File: config.mk
export PLATFORM = sky130hd
export DESIGN_NAME = irxcs_ctx_status
export DESIGN_NICKNAME = d
export VERILOG_FILES = /design/src/hdl/irxcs_pkg.sv /design/src/hdl/irxcs_evt_classify.sv /design/src/hdl/irxcs_ctx_status.sv
export SDC_FILE = /design/constraint.sdc
export NUM_CORES = 1
export LEC_CHECK = 0
export BUFFER_PORTS_ARGS = -buffer_cell sky130_fd_sc_hd__buf_2
export CORE_AREA = 2 2 85 46
export DETAILED_ROUTE_END_ITERATION = 8
export DIE_AREA = 0 0 87 48
export GPL_TIMING_DRIVEN = 0
export PLACE_DENSITY = 0.84
export SYNTH_ARGS = -nofsm -noshare
export SYNTH_HDL_FRONTEND = slang
export SYNTH_SLANG_ARGS = --single-unit
File: constraint.sdc
create_clock -name CLOCK_IN -period 2.6 [get_ports CLOCK_IN]
set_input_delay 0.13 -clock CLOCK_IN [delete_from_list [all_inputs] [get_ports CLOCK_IN]]
set_output_delay 0.13 -clock CLOCK_IN [all_outputs]
set_load 0.01 [all_outputs]
File: src/hdl/irxcs_pkg.sv
package irxcs_pkg;
   // context register window
   localparam logic [11:0] IRXCS_SET_OFS = 12'h400;
   localparam logic [11:0] IRXCS_CLR_OFS = 12'h404;
   localparam logic [11:0] IRXCS_CTX_STRIDE = 12'h020;
   // field positions in the lower half of the control word
   localparam int IRXCS_RUN_BIT = 15;
   localparam int IRXCS_WAKE_BIT = 12;
   localparam int IRXCS_DEAD_BIT = 11;
   localparam int IRXCS_ACTIVE_BIT = 10;
   localparam int IRXCS_SPD_LSB = 5;
   localparam int IRXCS_EVT_LSB = 0;
   // received-speed encodings
   localparam logic [2:0] IRXCS_SPD_S100 = 3'h0;
   localparam logic [2:0] IRXCS_SPD_S200 = 3'h1;
   localparam logic [2:0] IRXCS_SPD_S400 = 3'h2;
   // acknowledge and event codes
   localparam logic [4:0] IRXCS_EVT_NONE = 5'h00;
   localparam logic [4:0] IRXCS_EVT_LONG_PACKET = 5'h02;
   localparam logic [4:0] IRXCS_EVT_OVERRUN = 5'h05;
   localparam logic [4:0] IRXCS_EVT_DESCRIPTOR_READ = 5'h06;
   localparam logic [4:0] IRXCS_EVT_DATA_WRITE = 5'h08;
   localparam logic [4:0] IRXCS_EVT_UNKNOWN = 5'h0E;
   localparam logic [4:0] IRXCS_ACK_COMPLETE = 5'h11;
   localparam logic [4:0] IRXCS_ACK_DATA_ERROR = 5'h1D;
   // reset values
   localparam logic [2:0] IRXCS_SPD_RESET = 3'h0;
   localparam logic [31:0] IRXCS_ZERO_WORD = 32'h0000_0000;
   typedef enum logic [2:0] {
      CTX_IDLE,
      CTX_FETCH,
      CTX_RECV,
      CTX_STALL,
      CTX_DEAD
   } irxcs_state_t;
endpackage : irxcs_pkg

File: src/hdl/irxcs_evt_classify.sv
`timescale 1ns/1ps
module irxcs_evt_classify
   import irxcs_pkg::*;
(
   // mode and packet status
   input wire logic fill_mode_in,
   input wire logic [2:0] speed_in,
   input wire logic len_err_in,
   input wire logic crc_err_in,
   input wire logic overrun_in,
   input wire logic long_pkt_in,
   // verdict
   output logic [4:0] code_out,
   output logic backout_out,
   output logic update_out
);
   logic spd_ok;
   always_comb begin
      spd_ok = (speed_in == IRXCS_SPD_S100) || (speed_in == IRXCS_SPD_S200)
         || (speed_in == IRXCS_SPD_S400);
      code_out = IRXCS_ACK_COMPLETE;
      backout_out = 1'b0;
      update_out = 1'b1;
      if (fill_mode_in) begin
         // bad packets vanish: status keeps the previous good packet
         if (len_err_in || crc_err_in || overrun_in) begin
            backout_out = 1'b1;
            update_out = 1'b0;
         end else if (!spd_ok) begin
            code_out = IRXCS_EVT_UNKNOWN;
         end
      end else begin
         if (overrun_in) begin
            code_out = IRXCS_EVT_OVERRUN;
         end else if (long_pkt_in) begin
            code_out = IRXCS_EVT_LONG_PACKET;
         end else if (len_err_in || crc_err_in) begin
            code_out = IRXCS_ACK_DATA_ERROR;
         end else if (!spd_ok) begin
            code_out = IRXCS_EVT_UNKNOWN;
         end
      end
   end
endmodule : irxcs_evt_classify

File: src/hdl/irxcs_ctx_status.sv
`timescale 1ns/1ps
// What this block does
// - software sets run to start descriptor processing, clears it to halt
// - hardware changes run only on system or software reset
// - reserved bits 14-13 and 9-8 always read as zero
// - software sets wake to resume; a descriptor fetch clears it unless a wake set lands in the same cycle
// - dead sets on fatal error, clears when software clears run
// - active is one whenever the context processes descriptors
// - speed field reports the receive speed code as received: 000, 001, 010 or any other code
// - fill mode reports ack_complete or descriptor/data/unknown events
// - fill mode backs out length mismatch, crc error and overrun packets
// - packet-per-buffer mode adds data error, long and overrun codes
// - fill mode packs packets back to back; else one buffer each
module irxcs_ctx_status
   import irxcs_pkg::*;
#(
   parameter logic [11:0] CTX_INDEX = 12'h000
)
(
   // clock and reset
   input wire logic CLOCK_IN,
   input wire logic RST_N_IN,
   input wire logic SOFT_RESET_IN,
   // register access
   input wire logic REG_WR_IN,
   input wire logic REG_RD_IN,
   input wire logic [11:0] REG_ADDR_IN,
   input wire logic [31:0] REG_WDATA_IN,
   output logic [31:0] REG_RDATA_OUT,
   // mode from the upper control half
   input wire logic FILL_BUFFER_MODE_IN,
   // descriptor fetch
   output logic DESC_FETCH_REQ_OUT,
   input wire logic DESC_FETCH_DONE_IN,
   input wire logic DESC_EMPTY_IN,
   input wire logic DESC_READ_ERR_IN,
   // packet completion
   input wire logic PKT_DONE_IN,
   input wire logic [2:0] PKT_SPEED_IN,
   input wire logic PKT_LEN_ERR_IN,
   input wire logic PKT_CRC_ERR_IN,
   input wire logic PKT_OVERRUN_IN,
   input wire logic PKT_LONG_IN,
   input wire logic DATA_WRITE_ERR_IN,
   input wire logic BUFFER_FULL_IN,
   // status
   output logic BACKOUT_OUT,
   output logic RUN_OUT,
   output logic ACTIVE_OUT,
   output logic DEAD_OUT
);
   irxcs_state_t state_q, state_d;
   logic run_q, run_d;
   logic wake_q, wake_d;
   logic dead_q, dead_d;
   logic [2:0] spd_q, spd_d;
   logic [4:0] evt_q, evt_d;
   logic [31:0] rdata_q, rdata_d;
   logic req_q, req_d;
   logic backout_q, backout_d;
   logic [11:0] set_addr;
   logic [11:0] clr_addr;
   logic wr_set;
   logic wr_clr;
   logic [31:0] status_word;
   logic [4:0] cls_code;
   logic cls_backout;
   logic cls_update;

   irxcs_evt_classify u_classify (
      .fill_mode_in(FILL_BUFFER_MODE_IN),
      .speed_in(PKT_SPEED_IN),
      .len_err_in(PKT_LEN_ERR_IN),
      .crc_err_in(PKT_CRC_ERR_IN),
      .overrun_in(PKT_OVERRUN_IN),
      .long_pkt_in(PKT_LONG_IN),
      .code_out(cls_code),
      .backout_out(cls_backout),
      .update_out(cls_update)
   );

   // register decode and control bits
   always_comb begin
      set_addr = IRXCS_SET_OFS + 12'(CTX_INDEX * IRXCS_CTX_STRIDE);
      clr_addr = IRXCS_CLR_OFS + 12'(CTX_INDEX * IRXCS_CTX_STRIDE);
      wr_set = REG_WR_IN && (REG_ADDR_IN == set_addr);
      wr_clr = REG_WR_IN && (REG_ADDR_IN == clr_addr);
      run_d = run_q;
      if (SOFT_RESET_IN) begin
         run_d = 1'b0;
      end else if (wr_set && REG_WDATA_IN[IRXCS_RUN_BIT]) begin
         run_d = 1'b1;
      end else if (wr_clr && REG_WDATA_IN[IRXCS_RUN_BIT]) begin
         run_d = 1'b0;
      end
      wake_d = wake_q;
      if (SOFT_RESET_IN) begin
         wake_d = 1'b0;
      end else if (wr_set && REG_WDATA_IN[IRXCS_WAKE_BIT]) begin
         // a wake landing on a fetch survives it
         wake_d = 1'b1;
      end else if (DESC_FETCH_DONE_IN && state_q == CTX_FETCH) begin
         wake_d = 1'b0;
      end
   end

   // context sequencer
   always_comb begin
      state_d = state_q;
      dead_d = dead_q;
      spd_d = spd_q;
      evt_d = evt_q;
      backout_d = 1'b0;
      case (state_q)
         CTX_IDLE: begin
            if (run_q) begin
               state_d = CTX_FETCH;
            end
         end
         CTX_FETCH: begin
            if (DESC_FETCH_DONE_IN) begin
               if (DESC_READ_ERR_IN) begin
                  state_d = CTX_DEAD;
                  evt_d = IRXCS_EVT_DESCRIPTOR_READ;
               end else if (DESC_EMPTY_IN) begin
                  state_d = CTX_STALL;
               end else begin
                  state_d = CTX_RECV;
               end
            end
         end
         CTX_RECV: begin
            if (PKT_DONE_IN && DATA_WRITE_ERR_IN) begin
               state_d = CTX_DEAD;
               evt_d = IRXCS_EVT_DATA_WRITE;
            end else if (PKT_DONE_IN) begin
               backout_d = cls_backout;
               if (cls_update) begin
                  spd_d = PKT_SPEED_IN;
                  evt_d = cls_code;
               end
               // own buffer per packet unless packing is on
               if (!FILL_BUFFER_MODE_IN || BUFFER_FULL_IN) begin
                  state_d = CTX_FETCH;
               end
            end else if (FILL_BUFFER_MODE_IN && BUFFER_FULL_IN) begin
               state_d = CTX_FETCH;
            end
         end
         CTX_STALL: begin
            if (wake_q) begin
               state_d = CTX_FETCH;
            end
         end
         CTX_DEAD: begin
            state_d = CTX_DEAD;
         end
         default: begin
            state_d = CTX_IDLE;
         end
      endcase
      // halt last, so a cleared run drops dead in the very next cycle
      if (!run_q || SOFT_RESET_IN) begin
         state_d = CTX_IDLE;
         backout_d = 1'b0;
      end
      if (state_d == CTX_DEAD) begin
         dead_d = 1'b1;
      end else if (!run_q) begin
         dead_d = 1'b0;
      end
      req_d = (state_d == CTX_FETCH);
   end

   // readback; upper half belongs to other logic and reads zero here
   always_comb begin
      status_word = IRXCS_ZERO_WORD;
      status_word[IRXCS_RUN_BIT] = run_q;
      status_word[IRXCS_WAKE_BIT] = wake_q;
      status_word[IRXCS_DEAD_BIT] = dead_q;
      // active from state, so it lags a cleared run bit by one cycle
      status_word[IRXCS_ACTIVE_BIT] = (state_q == CTX_FETCH)
         || (state_q == CTX_RECV);
      status_word[IRXCS_SPD_LSB +: 3] = spd_q;
      status_word[IRXCS_EVT_LSB +: 5] = evt_q;
      rdata_d = rdata_q;
      if (REG_RD_IN) begin
         if (REG_ADDR_IN == set_addr || REG_ADDR_IN == clr_addr) begin
            rdata_d = status_word;
         end else begin
            rdata_d = IRXCS_ZERO_WORD;
         end
      end
   end

   always_ff @(posedge CLOCK_IN) begin
      if (!RST_N_IN) begin
         state_q <= CTX_IDLE;
         run_q <= 1'b0;
         wake_q <= 1'b0;
         dead_q <= 1'b0;
         spd_q <= IRXCS_SPD_RESET;
         evt_q <= IRXCS_EVT_NONE;
         rdata_q <= IRXCS_ZERO_WORD;
         req_q <= 1'b0;
         backout_q <= 1'b0;
      end else begin
         state_q <= state_d;
         run_q <= run_d;
         wake_q <= wake_d;
         dead_q <= dead_d;
         spd_q <= spd_d;
         evt_q <= evt_d;
         rdata_q <= rdata_d;
         req_q <= req_d;
         backout_q <= backout_d;
      end
   end

   always_ff @(posedge CLOCK_IN) begin
      if (!RST_N_IN) begin
         RUN_OUT <= 1'b0;
         ACTIVE_OUT <= 1'b0;
         DEAD_OUT <= 1'b0;
      end else begin
         RUN_OUT <= run_d;
         ACTIVE_OUT <= (state_d == CTX_FETCH) || (state_d == CTX_RECV);
         DEAD_OUT <= dead_d;
      end
   end

   assign REG_RDATA_OUT = rdata_q;
   assign DESC_FETCH_REQ_OUT = req_q;
   assign BACKOUT_OUT = backout_q;
endmodule : irxcs_ctx_status

# == After elaboration in Yosys (flattened, before gate mapping) ==
# Cells that the tools add are included.
# totals
ff_bits,49
output_inout_bits,37
word_cells,92
# op_classes
n_eq_ne,16
mux,33
bitwise,5
n_reduce_logical,28
# ops
operator,count
5-bit two-way mux,11
3-bit two-way mux,9
"12-bit by 11-bit equality test with 1-bit output, second input constant",2
16-bit two-way mux,1
3-bit case mux with 5 select lines,1
"3-bit by 2-bit equality test with 1-bit output, second input constant",4
1-bit two-way mux,10
5-bit case mux with 2 select lines,1
"3-bit by 1-bit equality test with 1-bit output, second input constant",3
1-bit logical OR,9
1-bit logical AND,8
"3-bit equality test, second input constant",2
3-bit zero test,2
"3-bit inequality test, second input constant",2
2-bit nonzero test,3
6-bit OR reduction,1
1-bit NOT,5
5-bit AND reduction,1
"2-bit inequality test, second input constant",2
4-bit AND reduction,1
1-bit zero test,2
"2-bit by 1-bit inequality test with 1-bit output, second input constant",1
2-bit OR reduction,1

# == Longest topological paths before layout ==
# Gate-level depths: netlist of the first run.
# logic_depth
depth_word,12
ltp_mapped,6
mapped_depth_nobuf,5

# == Cells and area by module ==
# A second synthesis of the first run with hierarchy kept.
# hier_totals
cells_unflattened,183
hier_area_um2,1589.0
# modules_own_cells
mod,n_inst,cells_each,area_each_um2,seq_area_each_um2
irxcs_ctx_status,1,168,1485.2,580.6
irxcs_evt_classify,1,15,103.8,0.0

# == Worst setup path after synthesis of the first run ==
# Ideal clock, no wire load.
# synth_timing
kind,flip-flop to flip-flop
startpoint,reg state_q[1]
endpoint,reg evt_q[4]
setup_ns,0.068
arrival_time_ns,1.248
required_time_ns,2.532
setup_slack_ns,1.284
stages_incl_launch_ff,7
path_buffers,1
cell_sequence,dfxtp_1 nand3b_1 nor3b_2 or2_1 buf_6 nand2b_1 a21oi_2
# synth_between
elab_chain_len,3
word_cells_on_any_way,9
# synth_lines
element,line,source
from (decl),irxcs_ctx_status.sv:52,"irxcs_state_t state_q, state_d;"
from (signal assigned),irxcs_ctx_status.sv:208,state_q <= state_d;
3-bit by 2-bit equality test with 1-bit output or 3-bit by 1-bit equality test with 1-bit output (tied branches),irxcs_ctx_status.sv:114,case (state_q)
"3-bit inequality test (no line), or another cell as far along",n/a,
5-bit AND reduction (no line),n/a,
to (signal assigned),irxcs_ctx_status.sv:213,evt_q <= evt_d;
to (decl),irxcs_ctx_status.sv:57,"logic [4:0] evt_q, evt_d;"
# Parallel ways exist; a longest one is shown, timed or not.
# A chain may end at the register's enable or synchronous reset.

# == Worst setup path after layout of the first run ==
# Same ends and word-level chain as after synthesis.

==> run metrics, run 1 <==
CTS resizes 0; Startpoint Class register; mean area per synthesized cell 8.69 sq um; worst-path fanout max 7; n_diodes 0; fin crit period 1.54 ns; DRC violations left 0; Synth Instances 174; Worst-Skew Late Latency 0.28 ns; IO Port Bufs 49; H-tree levels 2; Hold/Removal Path Class in2reg; Max Cap Viol 0; final setup vio count 0; clock sinks 29; Root Buffer clkbuf_8; CP Class reg2reg; DP HPWL 2.79 mm; initial antenna violation count 0; Layout area overhead 30.1%; outcome finished, final reports clean; Clock Skew 0.00620 ns; Die Y 48 microns; Die ar. 4180 sq um; via/cell ratio 4.88; initial core utilization 0.450; gr ovfl total 0; count of final max-slew check failures 0; synthesized area 1510 sq um; distinct cell type count after synthesis 41; Peak Freq 649 MHz; # rows 15; ANT nets after route 0; core outline area 3360 sq um; die extent in x 87 microns; sequential area share after synthesis 0.384; max incr delay on CP 0.39 ns; CP Capture Type register; worst endpoint required time 2.81 ns; largest net degree at the start of global routing 11; GRT Resource Usage Total 0.184; Cell Area, Placed 1880 sq um; drt wl/cell 12.5 microns; Worst-path clk slew 0.06 ns; FILL cells 299; Initial DRC Count 45; Sum Neg Setup Slack 0 ns; Worst Reg-to-Reg Cells 6; Pleak 0.899 nW; Vias 1420; Pre-antenna DRT Iters 4; Max VDD drop 0.222 mV; layout cells sized above 1 0.337; Critical Path AT 1.75 ns; commonest non-fill, non-tap cell in the layout buf_2; first-pass GRT wire length 5.69 mm; I/O pin count 100; Tcrit/Tclk final 0.593; CTS Buffer Depth 2; Slew Limit Headroom 0.625; Tightest Pin Transition 0.562 ns; CTS tree built; power per cell area 461 nW/um^2; CTS Hold Bufs 0; Net count, final 312; Final Instance Area 1970 sq um; flops & latches, synth 29; Yosys Warn Count 0; crit path max-delay cell type dfxtp_1; CTS Buf Count 5; Hold Path Stages 3; final hold violations 0; gpl congestion 0.784; setup repair after global routing missed its margin no; crit path cell chain nand3b_1, nor3b_2, or2_1, buf_6, o2111ai_1, a21oi_2; postcts setup bufs 0; vias in the first global route 1317; Detailed Route WL 3.64 mm; most frequent cells in the layout buf_2, dfxtp_1, a21oi_1, nor2_1, buf_4
[final cells by class]
class,instances,area (sq um),area share
Multi-Input combinational cell,136,811,0.412
Timing Repair Buffer,49,245,0.125
Tap cell,42,52.6,0.0267
Sequential cell,29,581,0.295
Clock buffer,7,86.3,0.0439
Inverter,3,11.3,0.00573
Buffer,25,180,0.0916
[power by group]
part	internal (mW)	total, mW	switching [mW]
logic	0.0464	0.0997	0.0533
registers	0.445	0.445	0.00000270
clock network	0.209	0.363	0.154
total	0.700	0.908	0.208
[critical path, delay by kind of cell, from the launching register on]
kind                   cells  cell delay [ns]
buffers and inverters      1             0.12
DFF                        1             0.39
AOI/OAI and AO/OA          2             0.29
and+or+nand+nor            3             0.66
[Yosys cell counts (all sizes together)]
library cell | instances | area (sq um)
nand4b | 2 | 17.5
conb | 1 | 3.75
nand3b | 1 | 7.51
dfxtp | 29 | 581
o21ai | 6 | 30.0
nand4bb | 1 | 27.5
xnor2 | 1 | 8.76
or3 | 1 | 11.3
o31a | 1 | 8.76
a211oi | 1 | 20.0
o21bai | 1 | 7.51
inv | 3 | 11.3
nand2 | 4 | 15.0
and3b | 1 | 8.76
nor2 | 21 | 78.8
and2 | 2 | 12.5
a31oi | 2 | 12.5
and4 | 1 | 8.76
o32ai | 1 | 8.76
nor4b | 2 | 17.5
mux2 | 1 | 11.3
nand2b | 6 | 37.5
nor3b | 4 | 35.0
o2111ai | 1 | 8.76
o2bb2ai | 1 | 8.76
a21oi | 26 | 138
clkbuf | 3 | 11.3
and2b | 1 | 7.51
mux2i | 4 | 40.0
nor2b | 16 | 100
and4b | 1 | 10.0
nor4 | 1 | 6.26
buf | 22 | 169
nor3 | 2 | 10.0
a221oi | 1 | 8.76
or2 | 2 | 12.5
[state kept, by name (all words and copies together), names as in the netlist]
name                count
spd_q                   3
BACKOUT_OUT             1
RUN_OUT                 1
DEAD_OUT                1
ACTIVE_OUT              1
REG_RDATA_OUT          12
state_q                 3
wake_q                  1
DESC_FETCH_REQ_OUT      1
evt_q                   5
[stage by stage]
stage	setup slack [ns]	power, mW	instances	utilization	hold slack, ns
after floorplan	1.28	0.511	193	-	0.252
after global placement	1.14	0.546	284	0.560	0.387
after detailed placement	1.09	0.550	284	0.560	0.406
after CTS	1.05	0.911	291	0.585	0.121
after global routing	0.911	0.945	291	0.585	0.145
final	1.06	0.908	291	0.585	0.122
[logic make-up after synthesis]
kind of cell / count (synthesis) / synth area share
AND/OR/NAND/NOR: 69 / 0.281
AO/OA/AOI/OAI: 41 / 0.166
flip-flops: 29 / 0.384
buffers and inverters: 28 / 0.127
multiplexers: 5 / 0.0339
XOR/XNOR: 1 / 0.00580
other: 1 / 0.00248
[path summary, 6_finish.rpt]
kind         slack, ns  endpoint       startpoint
min reg2reg       0.48  DEAD_OUT         DEAD_OUT
min               0.12  spd_q[1]  PKT_SPEED_IN[1]
max               1.06  evt_q[4]       state_q[1]
max reg2reg       1.06  evt_q[4]       state_q[1]
[layer usage]
layer  track usage  part of all wire  vias up
met2         0.336              0.48       68
met4         0.100             0.016        0
li1              -                 -      709
met5             0                 0        -
met3        0.0431             0.078        7
met1         0.210              0.43      636
No activity file was read; power rests on OpenSTA's default activity.
==> run 2: changes to the inputs <==
--- a/config.mk
+++ b/config.mk
@@ -6,11 +6,11 @@
 export NUM_CORES = 1
 export LEC_CHECK = 0
 export BUFFER_PORTS_ARGS = -buffer_cell sky130_fd_sc_hd__buf_2
-export CORE_AREA = 2 2 85 46
+export CORE_AREA = 2 2 88 48
 export DETAILED_ROUTE_END_ITERATION = 8
-export DIE_AREA = 0 0 87 48
+export DIE_AREA = 0 0 90 50
 export GPL_TIMING_DRIVEN = 0
-export PLACE_DENSITY = 0.84
+export PLACE_DENSITY = 0.78
 export SYNTH_ARGS = -nofsm -noshare
 export SYNTH_HDL_FRONTEND = slang
 export SYNTH_SLANG_ARGS = --single-unit
==> constraint.sdc (replaced) <==
create_clock -name CLOCK_IN -period 1.5 [get_ports CLOCK_IN]
set_input_delay 0.075 -clock CLOCK_IN [delete_from_list [all_inputs] [get_ports CLOCK_IN]]
set_output_delay 0.075 -clock CLOCK_IN [all_outputs]
set_load 0.01 [all_outputs]
==> run 2 against run 1 <==
Total power up 97%. Worst setup slack worse by 1.0 ns. Global-route usage down 1.8 points. Core utilization decreased by 4.0 points. Via count down 2.8%. First-iteration DRC count up 84%. Design area is 3.3% higher. Combinational power up 73%. Maximum frequency grew 7.0%. Critical path depth stayed put. Clock skew barely moved. Die area grew 7.8%. Critical endpoint is now evt_q[0]. Highest routed layer unchanged.
==> run metrics, run 2 (synthesized netlist as in run 1, its figures left out) <==
Max VDD drop 0.365 mV (+64%); CTS Hold Bufs 0 (unchanged); first-pass GRT wire length 5.73 mm (+0.61%); max incr delay on CP 0.36 ns (-0.03 ns); gpl congestion 0.821 (+4.7%); power per cell area 878 nW/um^2 (+90%); GRT Resource Usage Total 0.166 (-0.0176); Net count, final 313 (+0.32%); CTS tree built; Peak Freq 694 MHz (+7.0%); clock sinks 29 (unchanged); Vias 1380 (-2.8%); count of final max-slew check failures 0 (unchanged); Tcrit/Tclk final 0.961 (+0.368); DRC violations left 0 (unchanged); worst endpoint required time 1.65 ns (-1.16 ns); Layout area overhead 34.4%; crit path cell chain nand3b_1, nor3b_2, or2_1, buf_6, mux2i_1, nor2_1; Detailed Route WL 3.59 mm (-1.5%); vias in the first global route 1203 (-8.7%); Die Y 50 microns (+4.2%); R2R Setup Slk 0.06 ns (-1.00 ns); drt wl/cell 11.8 microns (-6.1%); Tightest Pin Transition 0.528 ns (-0.0342 ns); Critical Path Source state_q[1]; Startpoint Class register; most frequent cells in the layout buf_2, dfxtp_1, a21oi_1, buf_4, nor2_1; capturing point of the worst reg2reg path evt_q[0]; H-tree levels 2 (unchanged); worst reg2reg path startpoint state_q[1]; Critical Path AT 1.59 ns (-0.16 ns); # rows 16 (+1); crit path max-delay cell type dfxtp_2; FF/Latch Area 584 sq um (+0.65%); Worst setup endpoint evt_q[0]; Cell Area, Placed 1900 sq um (+0.80%); Pleak 0.921 nW (+2.5%); sum of buffers and inverters on the critical path 1 (unchanged); final hold violations 0 (unchanged); Die ar. 4500 sq um (+7.8%); Worst-path clk slew 0.07 ns (about the same); core outline area 3720 sq um (+11%); FILL cells 374 (+25%); Initial DRC Count 83 (+84%); CTS Buffer Depth 2 (unchanged); worst-path fanout max 7 (unchanged); CP Class reg2reg; area occupied by multi-input gates 816 sq um (+0.62%); Cells after DPL 296 (+4.2%); max reg flops 12 (unchanged); Hold/Removal Path Class in2reg; DP HPWL 2.85 mm (+2.2%); via/cell ratio 4.52 (-7.3%); setup repair after global routing missed its margin yes; I/O pin count 100 (unchanged); Clock Skew 0.00591 ns (-0.000288 ns); n_diodes 0 (unchanged); Slew Limit Headroom 0.648 (+0.0228); largest net degree at the start of global routing 11 (unchanged); Max Cap Viol 0 (unchanged); Pre-antenna DRT Iters 4 (unchanged); Worst-Skew Late Latency 0.28 ns (about the same); CTS Buf Count 5 (unchanged); Final Instance Area 2030 sq um (+3.3%); commonest non-fill, non-tap cell in the layout buf_2; gr ovfl total 0 (unchanged); CP Capture Type register; Worst Reg-to-Reg Cells 6 (unchanged); fin crit period 1.44 ns (-0.100 ns); final setup vio count 0 (unchanged); non-filler instance count after layout 305 (+4.8%); Root Buffer clkbuf_8; worst hold slack 0.0521 ns (-0.0698 ns); layout cells sized above 1 0.363 (+0.0252); die extent in x 90 microns (+3.4%); WP depth 6 (unchanged); initial core utilization 0.406 (-0.0440); initial antenna violation count 0 (unchanged); ANT nets after route 0 (unchanged); CP top delay family simple AND/OR/NAND/NOR gates; outcome finished, final reports clean; IO Port Bufs 49 (unchanged)
-- run 2: changes by cell type in the layout (fill, tap and decap cells not counted), sizes merged --
cell / change
bufinv: +1
clkbuf: -1
clkinvlp: +1
buf: +1
-- run 2: through the flow --
step | power, mW | worst slack, ns | utilization | setup TNS [ns]
4_1_cts | 1.79 | 0.00566 | 0.541 | 0
2_1_floorplan | 0.886 | 0.184 | - | 0
3_3_place_gp | 0.954 | 0.0495 | 0.509 | 0
5_1_grt | 1.86 | -0.0335 | 0.546 | -0.0412
3_5_place_dp | 0.956 | 0.0115 | 0.509 | 0
6_report | 1.78 | 0.0588 | 0.546 | 0
-- run 2: repair_timing --
item,CTS,global route
setup buffers,0,1
resized for setup,0,4
setup endpoints to repair,0,7
endpoints found under the hold margin,0,0
-- run 2: worst min path at each step --
stage                          from    endpoint  slack (ns)  cells past startpoint
floorplan                  RST_N_IN  state_q[1]        0.20                      1
global placement    PKT_SPEED_IN[1]    spd_q[1]        0.33                      3
detailed placement  PKT_SPEED_IN[1]    spd_q[1]        0.34                      3
CTS                 PKT_SPEED_IN[0]    spd_q[0]        0.05                      3
global route        PKT_SPEED_IN[0]    spd_q[0]        0.04                      3
finish              PKT_SPEED_IN[2]    spd_q[2]        0.05                      3
-- run 2: worst min-delay path, delay by kind of cell --
kind,cells,cell delay (ns)
buffers and inverters,1,0.09
AND/OR/NAND/NOR,1,0.08
multiplexers,1,0.06
-- run 2: per-layer routing --
| layer | share of wire | track usage | vias up |
|---|---|---|---|
| met5 | 0 | 0 | - |
| met4 | 0.0081 | 0.0538 | 0 |
| met3 | 0.12 | 0.0688 | 3 |
| met2 | 0.35 | 0.206 | 67 |
| met1 | 0.52 | 0.250 | 595 |
| li1 | - | - | 715 |
-- run 2: cell type report --
cell class / instances / area share
buffer: 25 / 0.0887
clock buffer: 6 / 0.0406
clock inverter: 2 / 0.0185
inverter: 3 / 0.00554
multi-input combinational: 136 / 0.401
sequential: 29 / 0.288
tap: 54 / 0.0333
timing repair buffer: 50 / 0.124
-- run 2: power breakdown --
part | internal, mW | switching (mW)
clock network | 0.539 | 0.303
registers | 0.770 | 0.00000479
logic | 0.0802 | 0.0919
==> run 3: changes to the inputs <==
--- a/config.mk
+++ b/config.mk
@@ -6,11 +6,10 @@
 export NUM_CORES = 1
 export LEC_CHECK = 0
 export BUFFER_PORTS_ARGS = -buffer_cell sky130_fd_sc_hd__buf_2
-export CORE_AREA = 2 2 88 48
+export CORE_AREA = 2 2 104 56
 export DETAILED_ROUTE_END_ITERATION = 8
-export DIE_AREA = 0 0 90 50
+export DIE_AREA = 0 0 106 58
 export GPL_TIMING_DRIVEN = 0
-export PLACE_DENSITY = 0.78
 export SYNTH_ARGS = -nofsm -noshare
 export SYNTH_HDL_FRONTEND = slang
 export SYNTH_SLANG_ARGS = --single-unit
==> run 3 against run 2 <==
Clock-buffer cell count did not move. Sequential cell count did not move. Critical endpoint unchanged. Clock power is 0.7% higher. Hold slack got worse by 0.0023 ns. Design area increased by 2.2%. Core utilization down 15 points. Combinational power hardly changed. Sequential power about the same. Non-clock buffer count grew 1. Clock skew is 0.0038 ns lower. Global-route usage shrank 3.4 points. Register-to-register slack worse by 0.02 ns.
==> run metrics, run 3 (synthesized netlist as in run 1, its figures left out) <==
outcome finished, final reports clean; Clock Skew 0.00213 ns (-0.00378 ns); first-pass GRT wire length 6.11 mm (+6.6%); n_diodes 0 (unchanged); worst endpoint required time 1.66 ns (about the same); Pleak 0.930 nW (+0.93%); Root Buffer clkbuf_8; CP Class reg2reg; vias in the first global route 1217 (+1.2%); max incr delay on CP 0.36 ns (about the same); H-tree levels 2 (unchanged); gpl congestion 0.772 (-6.0%); ANT nets after route 0 (unchanged); crit path max-delay cell type dfxtp_4; worst hold slack 0.0498 ns (-0.00228 ns); gr ovfl total 0 (unchanged); via/cell ratio 4.29 (-5.2%); Tightest Pin Transition 0.559 ns (+0.0313 ns); count of final max-slew check failures 0 (unchanged); Reg power frac 0.429 (-0.003); Pre-antenna DRT Iters 4 (unchanged); Detailed Route WL 3.82 mm (+6.4%); Slew Limit Headroom 0.627 (-0.0208); worst-path fanout max 7 (unchanged); FF/Latch Area 587 sq um (+0.43%); clock sinks 29 (unchanged); Critical Path AT 1.63 ns (+0.04 ns); Peak Freq 684 MHz (-1.5%); Comb pwr share 0.097 (about the same); final hold violations 0 (unchanged); post-route total power 1.79 mW (+0.33%); crit path cell chain nand3b_1, nor3b_2, or2_1, buf_6, mux2i_2, nor2_1; DP HPWL 3.02 mm (+6.0%); Die Y 58 microns (+16%); Layout area overhead 37.3%; Worst-path clk slew 0.06 ns (about the same); layout cells sized above 1 0.373 (+0.0105); I/O pin count 100 (unchanged); met2 usage 0.160 (-0.0451); Post-Route Utilization 0.395 (-0.151); most frequent cells in the layout buf_2, dfxtp_1, a21oi_1, buf_4, nor2_1; GRT Max-Usage Layer met1; area occupied by multi-input gates 826 sq um (+1.2%); largest net degree at the start of global routing 11 (unchanged); met1 Use GR 0.204 (-0.0462); # rows 19 (+3); Clk pwr share 0.474 (+0.002); Vias 1394 (+1.0%); Pint 1.39 mW (-0.12%); Max Cap Viol 0 (unchanged); met3 global-route usage 0.0506 (-0.0182); CTS Buffer Depth 2 (unchanged); Switching Power 0.402 mW (+1.9%); IO Port Bufs 49 (unchanged); Worst-Skew Late Latency 0.29 ns (about the same); Tcrit/Tclk final 0.975 (+0.0145); setup repair after global routing missed its margin yes; power per cell area 862 nW/um^2 (-1.8%); fin crit period 1.46 ns (+0.0217 ns); Max VDD drop 0.367 mV (+0.55%); Die ar. 6150 sq um (+37%); initial core utilization 0.288 (-0.118); Net count, final 314 (+0.32%); drt wl/cell 11.8 microns (-0.11%); CP Capture Type register; CTS Buf Count 5 (unchanged); CTS tree built; DRC violations left 0 (unchanged); GRT Resource Usage Total 0.133 (-0.0335); max reg flops 12 (unchanged); Startpoint Class register; Hold/Removal Path Class in2reg; FILL cells 549 (+47%); commonest non-fill, non-tap cell in the layout buf_2; core outline area 5250 sq um (+41%); final setup vio count 0 (unchanged); die extent in x 106 microns (+18%); Sw Share 0.225 (+0.00352); Initial DRC Count 45 (-46%); initial antenna violation count 0 (unchanged)
-- run 3: cell count changes in the layout (fill, tap and decap cells not counted), sizes merged --
cell	delta
buf	+1
-- run 3: per-stage QoR --
step	std cells	area, sq um	setup TNS [ns]	setup slack, ns
after floorplan	193	1580	0	0.184
after global placement	315	1920	0	0.0119
after detailed placement	315	1920	0	0.00285
after CTS	323	2040	0	0.00621
after global routing	325	2080	-0.109	-0.0706
final	325	2080	0	0.0371
-- run 3: what timing repair did --
| action | CTS | global route |
|---|---|---|
| hold buffers | 0 | 0 |
| setup endpoints to repair | 1 | 6 |
| resized for setup | 0 | 7 |
| pin swaps | 1 | 2 |
| cloned | 0 | 0 |
| buffers inserted | 0 | 2 |
-- run 3: final cells by class --
cell class / instances / share of cell area
multi-input combinational: 136 / 0.398
sequential: 29 / 0.283
timing repair buffer: 51 / 0.125
buffer: 25 / 0.0868
tap: 73 / 0.0440
clock buffer: 6 / 0.0398
clock inverter: 2 / 0.0181
inverter: 3 / 0.00542
-- run 3: path summary, 6_finish.rpt --
check,start,endpoint,slack [ns],cells after the start
min reg2reg,evt_q[3],evt_q[3],0.49,2
max,state_q[1],evt_q[0],0.04,6
min,PKT_SPEED_IN[2],spd_q[2],0.05,3
max reg2reg,state_q[1],evt_q[0],0.04,6
-- run 3: routing by layer --
metal / share of wire / vias to the layer above
met5: 0 / -
li1: - / 716
met4: 0.013 / 0
met3: 0.097 / 5
met1: 0.54 / 615
met2: 0.35 / 58
-- run 3: critical path: cells and delay by family (launching register included) --
kind / cells / cell delay [ns]
multiplexers: 1 / 0.20
flip-flops: 1 / 0.36
AND/OR/NAND/NOR: 4 / 0.66
buffers and inverters: 1 / 0.12
-- run 3: power groups by stage --
stage | registers, mW | clock network, mW | logic, mW
finish | 0.768 | 0.848 | 0.174
global route | 0.767 | 0.910 | 0.193
CTS | 0.770 | 0.874 | 0.170
detailed placement | 0.787 | 0 | 0.169
global placement | 0.787 | 0 | 0.168
floorplan | 0.787 | 0 | 0.0985
